$ cat config.mk
export PLATFORM = sky130hd
export DESIGN_NAME = pfa_port
export DESIGN_NICKNAME = d
export VERILOG_FILES = /design/src/rtl/pfa_pkg.sv /design/src/rtl/pfa_port.sv
export SDC_FILE = /design/constraint.sdc
export NUM_CORES = 1
export LEC_CHECK = 0
export BUFFER_PORTS_ARGS = -buffer_cell sky130_fd_sc_hd__buf_2
export CAP_MARGIN = 20
export CELL_PAD_IN_SITES_DETAIL_PLACEMENT = 0
export CELL_PAD_IN_SITES_GLOBAL_PLACEMENT = 1
export CORE_ASPECT_RATIO = 1.5
export CORE_MARGIN = 5
export CORE_UTILIZATION = 30
export CTS_BUF_LIST = sky130_fd_sc_hd__clkbuf_16
export CTS_CLUSTER_SIZE = 14
export DETAILED_ROUTE_END_ITERATION = 16
export PLACE_DENSITY = 0.78
export SYNTH_ARGS = -nofsm -noshare
export SYNTH_HDL_FRONTEND = slang
export SYNTH_SLANG_ARGS = --single-unit
$ cat constraint.sdc
create_clock -name pclk -period 2 [get_ports pclk]
set_input_delay 0.2 -clock pclk [delete_from_list [all_inputs] [get_ports pclk]]
set_output_delay 0.2 -clock pclk [all_outputs]
set_load 0.01 [all_outputs]
$ cat src/rtl/pfa_pkg.sv
// Package for the program flash access port: register map, fields, timing
package pfa_pkg;
	localparam int          ADDR_W          = 12;
	localparam logic [11:0] OFF_ADDR_LOW    = 12'h000;
	localparam logic [11:0] OFF_ADDR_HIGH   = 12'h004;
	localparam logic [11:0] OFF_DATA_LOW    = 12'h008;
	localparam logic [11:0] OFF_DATA_HIGH   = 12'h00c;
	localparam logic [11:0] OFF_CONTROL     = 12'h010;
	localparam logic [11:0] OFF_UNLOCK      = 12'h014;
	localparam logic [7:0]  KEY_FIRST       = 8'h55;
	localparam logic [7:0]  KEY_SECOND      = 8'haa;
	localparam logic [7:0]  RESET_BYTE      = 8'h00;
	localparam logic [5:0]  DATA_HIGH_MASK  = 6'h3f;
	localparam int          CTL_RD          = 0;
	localparam int          CTL_WR          = 1;
	localparam int          CTL_PERMIT      = 2;
	localparam int          CTL_FAULT       = 3;
	localparam int          CTL_FREE        = 4;
	localparam int          CTL_LATCH       = 5;
	localparam int          CTL_CFG_SEL     = 6;
	localparam int          CTL_TOP         = 7;
	localparam logic [1:0]  READ_IGNORE     = 2'h2;
	localparam logic [31:0] PAD_ZERO        = 32'h0000_0000;
	typedef enum logic [1:0] {UNLK_IDLE, UNLK_HALF, UNLK_OPEN} pfa_unlock_t;
endpackage : pfa_pkg

$ cat src/rtl/pfa_port.sv
// Program flash access port: APB register file, unlock sequencer, read engine
//
// The placing of the registers and register access over APB are this design's own decisions.
`timescale 1ns/1ns
// Notes on behaviour
// RULE_01 - Address bits 7:0 from low byte
// RULE_02 - Address bits 14:8 from high byte bits 6:0
// RULE_03 - High byte bit 7 ignores writes, reads one
// RULE_04 - Write starts only after 55h then AAh
// RULE_05 - Unlock judged only by unlock register writes; the code also re-locks on any control register write
// RULE_06 - Software loads address, clears config select, reads
// RULE_07 - Unimplemented bits read zero, top ones read one
// RULE_08 - Read waits two cycles, clears start, latches data
module pfa_port (
	input  wire logic                      pclk,
	input  wire logic                      presetn,
	input  wire logic                      psel,
	input  wire logic                      penable,
	input  wire logic                      pwrite,
	input  wire logic [pfa_pkg::ADDR_W-1:0] paddr,
	input  wire logic [31:0]               pwdata,
	output logic      [31:0]               prdata,
	output logic                           pready,
	output logic                           pslverr,
	output logic      [14:0]               flash_word_address,
	output logic                           config_space_select,
	output logic                           flash_read_strobe,
	input  wire logic [13:0]               flash_data_value,
	output logic                           flash_program_strobe,
	output logic                           latch_only_select,
	output logic                           erase_select
);
	import pfa_pkg::*;

	logic [7:0]  addr_low_reg;
	logic [6:0]  addr_high_reg;
	logic [7:0]  data_low_reg;
	logic [5:0]  data_high_reg;
	logic        rd_reg;
	logic        wr_reg;
	logic        permit_reg;
	logic        fault_reg;
	logic        free_reg;
	logic        latch_reg;
	logic        cfg_sel_reg;
	logic [1:0]  wait_reg;
	logic        prog_pulse_reg;
	pfa_unlock_t unlock_reg;
	pfa_unlock_t unlock_next;
	logic [31:0] rdata_reg;

	wire        access    = psel & penable;
	wire        wr_access = access & pwrite;
	wire        rd_access = access & ~pwrite;
	wire        hit_low   = paddr == OFF_ADDR_LOW;
	wire        hit_high  = paddr == OFF_ADDR_HIGH;
	wire        hit_dlow  = paddr == OFF_DATA_LOW;
	wire        hit_dhigh = paddr == OFF_DATA_HIGH;
	wire        hit_ctl   = paddr == OFF_CONTROL;
	wire        hit_key   = paddr == OFF_UNLOCK;
	wire        mapped    = hit_low | hit_high | hit_dlow | hit_dhigh | hit_ctl | hit_key;
	wire        wr_low    = wr_access & hit_low;
	wire        wr_high   = wr_access & hit_high;
	wire        wr_dlow   = wr_access & hit_dlow;
	wire        wr_dhigh  = wr_access & hit_dhigh;
	wire        wr_ctl    = wr_access & hit_ctl;
	wire        wr_key    = wr_access & hit_key;
	wire [7:0]  wbyte     = pwdata[7:0];
	wire        busy      = rd_reg | wr_reg;
	wire        read_go   = wr_ctl & wbyte[CTL_RD] & ~busy;
	wire        write_req = wr_ctl & wbyte[CTL_WR] & ~wbyte[CTL_RD] & ~busy;
	wire        unlocked  = unlock_reg == UNLK_OPEN;
	wire        write_go  = write_req & permit_reg & unlocked; // [RULE_04]
	wire        write_bad = write_req & ~write_go;             // [RULE_04]
	wire        read_done = rd_reg & (wait_reg == READ_IGNORE);
	wire [7:0]  ctl_view  = {1'b1, cfg_sel_reg, latch_reg, free_reg, fault_reg,
		permit_reg, wr_reg, rd_reg};                           // [RULE_07]
	wire [7:0]  high_view = {1'b1, addr_high_reg};             // [RULE_03]
	wire [7:0]  dhigh_view = {2'b00, data_high_reg};           // [RULE_07]
	wire [7:0]  read_byte =
		hit_low   ? addr_low_reg :
		hit_high  ? high_view :
		hit_dlow  ? data_low_reg :
		hit_dhigh ? dhigh_view :
		hit_ctl   ? ctl_view : RESET_BYTE;                     // [RULE_07]

	assign pready               = 1'b1;
	assign pslverr              = access & ~mapped;
	assign prdata               = rdata_reg;
	assign flash_word_address   = {addr_high_reg, addr_low_reg}; // [RULE_01] [RULE_02]
	assign config_space_select  = cfg_sel_reg;
	assign flash_read_strobe    = rd_reg & (wait_reg == 2'h0);
	assign flash_program_strobe = prog_pulse_reg;
	assign latch_only_select    = latch_reg;
	assign erase_select         = free_reg;

	// Unlock sequencer: any other unlock value or a control write re-locks
	always_comb begin
		unlock_next = unlock_reg;
		if (wr_key) begin
			case (unlock_reg)                                      // [RULE_05]
				UNLK_IDLE: unlock_next = (wbyte == KEY_FIRST) ? UNLK_HALF : UNLK_IDLE;
				UNLK_HALF: unlock_next = (wbyte == KEY_SECOND) ? UNLK_OPEN :
					(wbyte == KEY_FIRST) ? UNLK_HALF : UNLK_IDLE;
				UNLK_OPEN: unlock_next = (wbyte == KEY_FIRST) ? UNLK_HALF : UNLK_IDLE;
				default:   unlock_next = UNLK_IDLE;
			endcase
		end else if (wr_ctl) begin
			unlock_next = UNLK_IDLE;                               // [RULE_05]
		end
	end

	always_ff @(posedge pclk or negedge presetn) begin
		if (!presetn) begin
			unlock_reg <= UNLK_IDLE;
		end else begin
			unlock_reg <= unlock_next;
		end
	end

	// Address registers; bit 7 of the high byte is not stored
	always_ff @(posedge pclk or negedge presetn) begin
		if (!presetn) begin
			addr_low_reg  <= RESET_BYTE;
			addr_high_reg <= RESET_BYTE[6:0];
		end else begin
			if (wr_low) addr_low_reg <= wbyte;                   // [RULE_01]
			if (wr_high) addr_high_reg <= wbyte[6:0];            // [RULE_02] [RULE_03]
		end
	end

	// Control register and read engine
	always_ff @(posedge pclk or negedge presetn) begin
		if (!presetn) begin
			rd_reg         <= 1'b0;
			wr_reg         <= 1'b0;
			permit_reg     <= 1'b0;
			fault_reg      <= 1'b0;
			free_reg       <= 1'b0;
			latch_reg      <= 1'b0;
			cfg_sel_reg    <= 1'b0;
			wait_reg       <= 2'h0;
			prog_pulse_reg <= 1'b0;
		end else begin
			prog_pulse_reg <= write_go;                          // [RULE_04]
			if (wr_ctl & ~busy) begin
				permit_reg <= wbyte[CTL_PERMIT];
				free_reg   <= wbyte[CTL_FREE];
				latch_reg  <= wbyte[CTL_LATCH];
				cfg_sel_reg <= wbyte[CTL_CFG_SEL];               // [RULE_06]
			end
			if (write_bad) fault_reg <= 1'b1;
			else if (wr_ctl & ~wbyte[CTL_FAULT]) fault_reg <= 1'b0;
			if (read_go) begin
				rd_reg   <= 1'b1;
				wait_reg <= 2'h0;
			end else if (read_done) begin
				rd_reg   <= 1'b0;                                // [RULE_08]
			end else if (rd_reg) begin
				wait_reg <= wait_reg + 2'h1;                     // [RULE_08]
			end
			wr_reg <= write_go;
		end
	end

	// Data registers: fetched word latched at end of read
	always_ff @(posedge pclk or negedge presetn) begin
		if (!presetn) begin
			data_low_reg  <= RESET_BYTE;
			data_high_reg <= RESET_BYTE[5:0];
		end else if (read_done) begin
			data_low_reg  <= flash_data_value[7:0];              // [RULE_08]
			data_high_reg <= flash_data_value[13:8];             // [RULE_08]
		end else begin
			if (wr_dlow) data_low_reg <= wbyte;
			if (wr_dhigh) data_high_reg <= wbyte[5:0] & DATA_HIGH_MASK;
		end
	end

	// Read data captured at the setup edge (psel high, penable low)
	always_ff @(posedge pclk or negedge presetn) begin
		if (!presetn) begin
			rdata_reg <= PAD_ZERO;
		end else if (psel & ~penable & ~pwrite) begin
			rdata_reg <= {PAD_ZERO[31:8], read_byte};            // [RULE_07]
		end
	end
endmodule : pfa_port

# ---- After elaboration in Yosys (flattened, before gate mapping)
# Cells that the tools add are included.
dict set report word_totals {
  register_bits 48
  in_bits 63
  out_inout_bits 54
}
dict set report op_classes {
  n_addsub 1
  n_eq_ne 11
  muxes 21
  bitwise 36
  n_reduce_logical 11
}
# operator count
set op_table {}
lappend op_table {{two-way mux 8 bit} 7}
lappend op_table {{== test 12 x 4 -> 1 bit (second input constant)} 2}
lappend op_table {{== test 12 x 5 -> 1 bit (second input constant)} 2}
lappend op_table {{bitwise AND 1 bit} 23}
lappend op_table {{== test 12 x 3 -> 1 bit (second input constant)} 1}
lappend op_table {{zero test 12 bit} 1}
lappend op_table {{two-way mux 2 bit} 6}
lappend op_table {{two-way mux 6 bit} 2}
lappend op_table {{nonzero test 2 bit} 6}
lappend op_table {{== test 8 x 7 -> 1 bit (second input constant)} 1}
lappend op_table {{== test 8 bit (second input constant)} 1}
lappend op_table {{NOT 1 bit} 7}
lappend op_table {{bitwise OR 1 bit} 6}
lappend op_table {{two-way mux 1 bit} 5}
lappend op_table {{== test 2 bit (second input constant)} 2}
lappend op_table {{zero test 2 bit} 2}
lappend op_table {{one-hot mux 2 bit (2 select lines)} 1}
lappend op_table {{adder 2 x 1 -> 2 bit (second input constant)} 1}
lappend op_table {{== test 2 x 1 -> 1 bit (second input constant)} 1}
lappend op_table {{inequality test 2 bit (second input constant)} 1}
lappend op_table {{AND reduction 2 bit} 1}
lappend op_table {{OR reduction 2 bit} 1}

# ---- Logic depth before layout (Yosys ltp)
# Gate-level depths: netlist (run 1).
dict set report depth {
  ltp_word 11
  depth_mapped 7
  ltp_nobuf 5
}

# ---- Worst setup path after synthesis (run 1)
# Ideal clock, no wire load.
dict set report synth_timing {
  kind {input-to-reg}
  startpoint {in paddr[4] (netlist bit)}
  endpoint {reg addr_low_reg[0]}
  setup_time_ns 0.125
  t_arrival_ns 1.554
  t_required_ns 1.875
  slack_ns 0.321
  stages 6
  n_path_buf 2
  path_cell_list {clkbuf_1 and4b_1 nand4_1 or3_1 buf_4 mux2_4}
}
dict set report synth_between {
  elab_chain_cells 2
}
# element line
set synth_rtl {}
lappend synth_rtl {{start, declared} pfa_port.sv:20} ;# input wire logic [pfa_pkg::ADDR_W-1:0] paddr,
lappend synth_rtl {{zero test 12 bit} pfa_port.sv:55} ;# wire hit_low = paddr == OFF_ADDR_LOW;
lappend synth_rtl {{bitwise AND 1 bit} pfa_port.sv:62} ;# wire wr_low = wr_access & hit_low;
lappend synth_rtl {{end signal, assigned} pfa_port.sv:127} ;# if (wr_low) addr_low_reg <= wbyte;
lappend synth_rtl {{end, declared} pfa_port.sv:35} ;# logic [7:0] addr_low_reg;
# Every way passes these cells.
# A chain may end at the register's enable or synchronous reset.

# ---- Worst setup path in the final report (run 1)
dict set report layout_timing {
  startpoint {in paddr[4] (netlist bit)}
  endpoint {reg addr_low_reg[4]}
}
# Same word-level chain as after synthesis.

==> results of run 1 <==
[metrics by stage]
stage          power [mW]  setup WS [ns]
4_1_cts             2.151         0.3840
3_3_place_gp        1.219         0.1042
3_5_place_dp        1.225        0.08581
2_1_floorplan       1.146         0.3210
5_1_grt             2.203         0.3242
6_report            2.131         0.4091
[logic make-up (layout without fill, tap and decap cells)]
kind of cell	count (synthesis)	after routing	synth area share, %
simple gates	76	76	16.55
other cells	2	25	0.2751
buf+inv	41	96	9.212
fa+ha+maj	2	2	0.9164
flops	48	48	44.00
mux	40	40	17.32
compound gates	51	51	11.73
[final cells by class]
type,count,area [um^2],area share (%)
tap,110,137.6,4.114
timing repair buffer,84,465.4,13.91
multi-input combinational,194,1364,40.76
inverter,4,15.01,0.4488
clock inverter,3,37.54,1.122
clock buffer,5,125.1,3.740
sequential,48,1201,35.90
[worst max-delay path by stage]
stage	end	slack, ns	cells after the start	start
2_1_floorplan	addr_low_reg[0]	0.32	6	paddr[4]
3_3_place_gp	addr_low_reg[0]	0.10	5	paddr[1]
3_5_place_dp	addr_low_reg[6]	0.09	5	paddr[1]
4_1_cts	addr_low_reg[4]	0.38	5	paddr[4]
5_1_grt	addr_low_reg[4]	0.32	5	paddr[4]
6_report	addr_low_reg[4]	0.41	5	paddr[4]
[placed cells by master (no fill, tap or decap), types with 5 or more instances in the layout]
cell	n
nand2_1	23
mux2i_1	15
a21oi_1	5
o21ai_0	22
clkbuf_16	5
dfrtp_1	48
mux2_4	8
nor3b_1	7
nand4_1	6
nor2_1	7
a22oi_1	5
buf_2	67
conb_1	25
buf_4	16
a22o_1	7
mux2_2	16
o22ai_1	6
[routing by layer]
metal / vias to the layer above / global-route usage [%]
met5: - / 0
met4: 0 / 5.239
met3: 11 / 2.271
met2: 70 / 24.25
met1: 1060 / 14.90
li1: 1052 / -
[power groups by stage]
stage          registers, mW  logic [mW]  clock network (mW)
6_report               0.994       0.215               0.923
5_1_grt                0.995       0.238               0.970
4_1_cts                0.994       0.216               0.941
3_5_place_dp            1.01       0.213                   0
3_3_place_gp            1.01       0.209                   0
2_1_floorplan           1.01       0.136                   0
[repair_timing]
action	CTS	global route
endpoints found under the hold margin	28	0
hold buffers	1	0
resized for setup	0	0
[worst max-delay path, delay by kind of cell]
kind	cells	cell delay [ns]
buf+inv	1	0.10
mux	1	0.38
simple gates	3	1.07
==> impl_results.md, run 1 <==
* Status: complete, no violations
* Async S/R FF share, synth at 100.0%
* Post-CTS setup buffers at 0
* Dpl hpwl at 5743 um
* Worst-path cell chain: buf_2 -> and4b_1 -> nand4_1 -> or3_1 -> mux2_4
* Tightest Pin Transition at about 0.69 ns
* Routed wl met3 at about 370 um
* Max VDD drop at 0.0005012 V
* First-pass GRT wire length at 11,520 um
* FF-to-FF Start: flash_program_strobe
* Placed instance count at around 440
* Initial antenna violation count at 0
* Final TNS setup at 0 ns
* Total gr overflow at 0
* Hold EP: data_low_reg[7]
* Flop pwr share at about 47%
* Fmax at 0.6286 GHz
* CP Class: in2reg
* Routed Antenna Nets at 0
* Slowest Stage Delay on Critical Path at roughly 0.60 ns
* Post-Syn Instances at 260
* Worst hold-check path type: in2reg
* Die footprint at 11,150 um^2
* Cell Area, Synth at 2730 um^2
* Max Used Layer: met4
* Mean post-synth cell area at 10.50 um^2
* Nets at 402
* PwrDens at between 600 and 700 nW/um^2
* Clk buf depth at 2
* Reg2Reg Depth at 5
* Share of cells above drive strength 1 at about a third
* Port bufs at 67
* Starting density of the core at 30.74%
* Clk slew on worst S/H paths at 0.06 ns
* Count of cell types in the netlist at 44
* Largest net degree at the start of global routing at 31
* Clock network fraction of design power at a little over two fifths
* Pleak at 1.745 nW
* Rel. slew slack at 53.97%
* DR iter-0 viols at between 100 and 150
* Fin util at 37.67%
* Required time of the critical path at 2.17 ns
* Slowest cell on crit path: or3_1
* Synth area leaders: dfrtp_1, buf_4, mux2_2, mux2i_1, mux2_4
* Switching fraction of total power at 22.67%
* CTS tree: done
* First-pass iteration count of the detailed router at 4
* Number of global-route vias before repair at 2,314
* Layout Area Growth over Synthesis at 22.55%
* Hold path depth at 3
* Fin crit period at 1.591 ns
* Die extent in x at around 88 um
* DR vias/cell at a little under 5
* Yosys reg bits at 48
* Io pins at 117
* Non-filler cells, final at 448
* Met2 wire length at 3984 um
* Clk_lat worst skew at 0.28 ns
* Most frequent cell after synthesis: dfrtp_1
* Critical Path End Type: flip-flop
* Synth top cells by count: dfrtp_1, buf_4, nand2_1
* RSZ-0062 raised after global routing: false
* WP data arrival at between 1.5 and 2 ns
* Max_cap viols at 0
* Design area at around 3300 um^2
* Drc violations at 0
* Ys flop type: dfrtp_1
* Comb pwr share at 10.1%
* Min-delay src: flash_data_value[7]
* Vias at 2,193
* Core region area at 8881 um^2
* FP Rows at 42
* Crit Path Max Fanout at 8
* Flop2flop setup slack at 0.47 ns
* CTS Sinks at 48
* Tcrit/Tclk final at 79.55%
* Worst R2R End: config_space_select
* Hold Vio Cnt, Final at 0
* Switching pwr at 483.0 uW
* H-tree Lvls at 2
* Gr usage total at 13.28%
* Top cell type's share of synthesized area at 44.00%
* Sequential element share of the synthesized area at 44.00%
* Clock skew at ~0.0036 ns
* # diodes at 0
* Fillers at 902
* CP startpoint kind: input pin
* Pins Over Slew Limit at 0
* EDFF count, synth at 0
* Final setup violation count at 0
* WL met1 at 2760 um
* Placer Congestion at 0.7981
* Number of buffers created by CTS at 5
* CTS root buffer: clkbuf_16
* Die height at 126.8 um
* WHS at around 0.12 ns
* Pint at 1.648 mW
* Area leader, netlist: dfrtp_1
* Wire length per cell at 16.27 um
* Wirelength, routed at between 7000 and 8000 um
* Yosys Warn Count at 0
* Area after DPL at roughly 3200 um^2
No activity file was read; power rests on OpenSTA's default activity.
==> inputs of run 2 (changes only) <==
==> constraint.sdc (replaced) <==
create_clock -name pclk -period 1.7 [get_ports pclk]
set_input_delay 0.17 -clock pclk [delete_from_list [all_inputs] [get_ports pclk]]
set_output_delay 0.17 -clock pclk [all_outputs]
set_load 0.01 [all_outputs]
==> run 2 against run 1 <==
Die area stayed put. Final area is 2.1% higher. Cell count is 2.9% higher. Largest cell class unchanged. Register-to-register slack worse by 0.29 ns. Combinational power is 23% higher. Clock skew is 0.00088 ns higher. Sequential share of layout area is 0.75 points lower. Critical endpoint is now config_space_select. Global-route usage is 0.13 points higher. Via count is 1.2% higher.
==> impl_results.md, run 2 (synthesis results as in run 1) <==
* Status: complete, no violations
* Worst R2R End: config_space_select
* Largest net degree at the start of global routing at 29
* Fin crit period at 1.517 ns
* GR met1 Demand/Resource at 15.15%
* Pins Over Slew Limit at 0
* FP Rows at 42
* Wirelength, routed at 7399 um
* PwrDens at 689.5 nW/um^2
* Crit Path Max Fanout at 5
* Number of global-route vias before repair at approximately 2,400
* WHS at about 0.084 ns
* RSZ-0062 raised after global routing: false
* Drc violations at 0
* Gr usage total at 13.42%
* Switching fraction of total power at 23.85%
* Clk slew on worst S/H paths at 0.06 ns
* DR vias/cell at 4.816
* Core region area at ~8900 um^2
* Non-filler cells, final at 461
* DR iter-0 viols at 95
* Starting density of the core at 30.74%
* First-pass GRT wire length at 11,630 um
* Hold EP: data_low_reg[7]
* Multi-input combinational cell area at 1364 um^2
* CTS root buffer: clkbuf_16
* Hold Vio Cnt, Final at 0
* Max_cap viols at 0
* Resized Gates After CTS at 0
* Share of cells above drive strength 1 at 37.04%
* Met3 Use GR at 2.012%
* Routed Antenna Nets at 0
* FF+latch area at 1201 um^2
* Min-delay src: flash_data_value[7]
* Wire length per cell at around 16 um
* Clk buf depth at 2
* Port bufs at 67
* Pleak at 1.804 nW
* CTS tree: done
* Reg2Reg Depth at 5
* Die height at 126.8 um
* Fin util at between 30% and 40%
* Global route hottest layer: met2
* Clock skew at 0.004491 ns
* Critical Path End Type: flip-flop
* Final TNS setup at 0 ns
* Pint at 1.794 mW
* Final setup violation count at 0
* H-tree Lvls at 2
* Switching pwr at between 500 and 600 uW
* Clk_lat worst skew at ~0.29 ns
* Fmax at 0.6591 GHz
* # diodes at 0
* Fillers at 893
* Required time of the critical path at 1.87 ns
* Tcrit/Tclk final at about nine tenths
* Post-CTS setup buffers at 0
* Pwr Total at 2.356 mW
* Vias at 2,220
* Flop2flop setup slack at 0.18 ns
* Placer Congestion at 0.8155
* Placed instance count at 452
* CP startpoint kind: flip-flop
* Post-CTS Hold Buffers at 1
* Io pins at ~120
* Hold path depth at 3
* FF-to-FF Start: flash_program_strobe
* Die extent in x at 87.89 um
* GR Layer Usage met2 at about 25%
* CP Class: reg2reg
* Number of buffers created by CTS at 5
* Die footprint at approximately 11,000 um^2
* Initial antenna violation count at 0
* Commonest non-fill, non-tap cells in the layout: buf_2, dfrtp_1, buf_4, conb_1, nand2_1
* Dpl hpwl at 5931 um
* First-pass iteration count of the detailed router at 4
* Most common cell after layout, fill and taps aside: buf_2
* Flop pwr share at 49.6%
* Total gr overflow at 0
* WP data arrival at 1.69 ns
* Worst hold-check path type: in2reg
* Comb pwr share at 11.2%
* Max VDD drop at ~0.00037 V
* CTS Sinks at 48
* Clock network fraction of design power at 39.2%
* Nets at a little over 400
* Layout Area Growth over Synthesis at 25.16%
-- run 2: power by group through the flow --
stage | Clock, mW | Sequential, mW | Combinational [mW]
2_1_floorplan | 0 | 1.19 | 0.160
3_3_place_gp | 0 | 1.19 | 0.258
3_5_place_dp | 0 | 1.19 | 0.261
4_1_cts | 0.958 | 1.17 | 0.265
5_1_grt | 0.993 | 1.17 | 0.294
6_report | 0.923 | 1.17 | 0.264
-- run 2: through the flow --
stage	setup slack [ns]	instance area, um^2
after floorplan	0.05101	2816
after CTS	0.1769	3417
after global routing	0.1144	3417
after global placement	-0.02234	3271
after detailed placement	-0.03663	3271
final	0.1829	3417
-- run 2: worst max path at each step --
| stage | from | end | slack (ns) | cells after the start |
|---|---|---|---|---|
| after floorplan | paddr[4] | addr_low_reg[0] | 0.05 | 6 |
| after global placement | paddr[1] | addr_low_reg[2] | -0.02 | 6 |
| after detailed placement | paddr[1] | addr_low_reg[0] | -0.04 | 6 |
| after CTS | flash_program_strobe | config_space_select | 0.18 | 5 |
| after global routing | flash_program_strobe | config_space_select | 0.11 | 5 |
| final | flash_program_strobe | config_space_select | 0.18 | 5 |
-- run 2: layout make-up --
| type | count | share of cell area [%] |
|---|---|---|
| multi-input combinational | 194 | 39.91 |
| clock buffer | 5 | 3.662 |
| sequential | 48 | 35.15 |
| tap | 110 | 4.028 |
| inverter | 4 | 0.4394 |
| timing repair buffer | 97 | 16.48 |
| clock inverter | 3 | 0.3295 |
-- run 2: per-layer routing --
metal | up-vias | share of wire (%)
met2 | 72 | 54
met5 | - | 0
met1 | 1059 | 39
met4 | 0 | 2.9
li1 | 1075 | -
met3 | 14 | 4.7
-- run 2: worst max-delay path, stage by stage, from the launching register on --
cell     delay [ns]
dfrtp_1        0.41
nor4_1         0.25
buf_4          0.18
nand4_1        0.11
buf_4          0.18
mux2_2         0.27
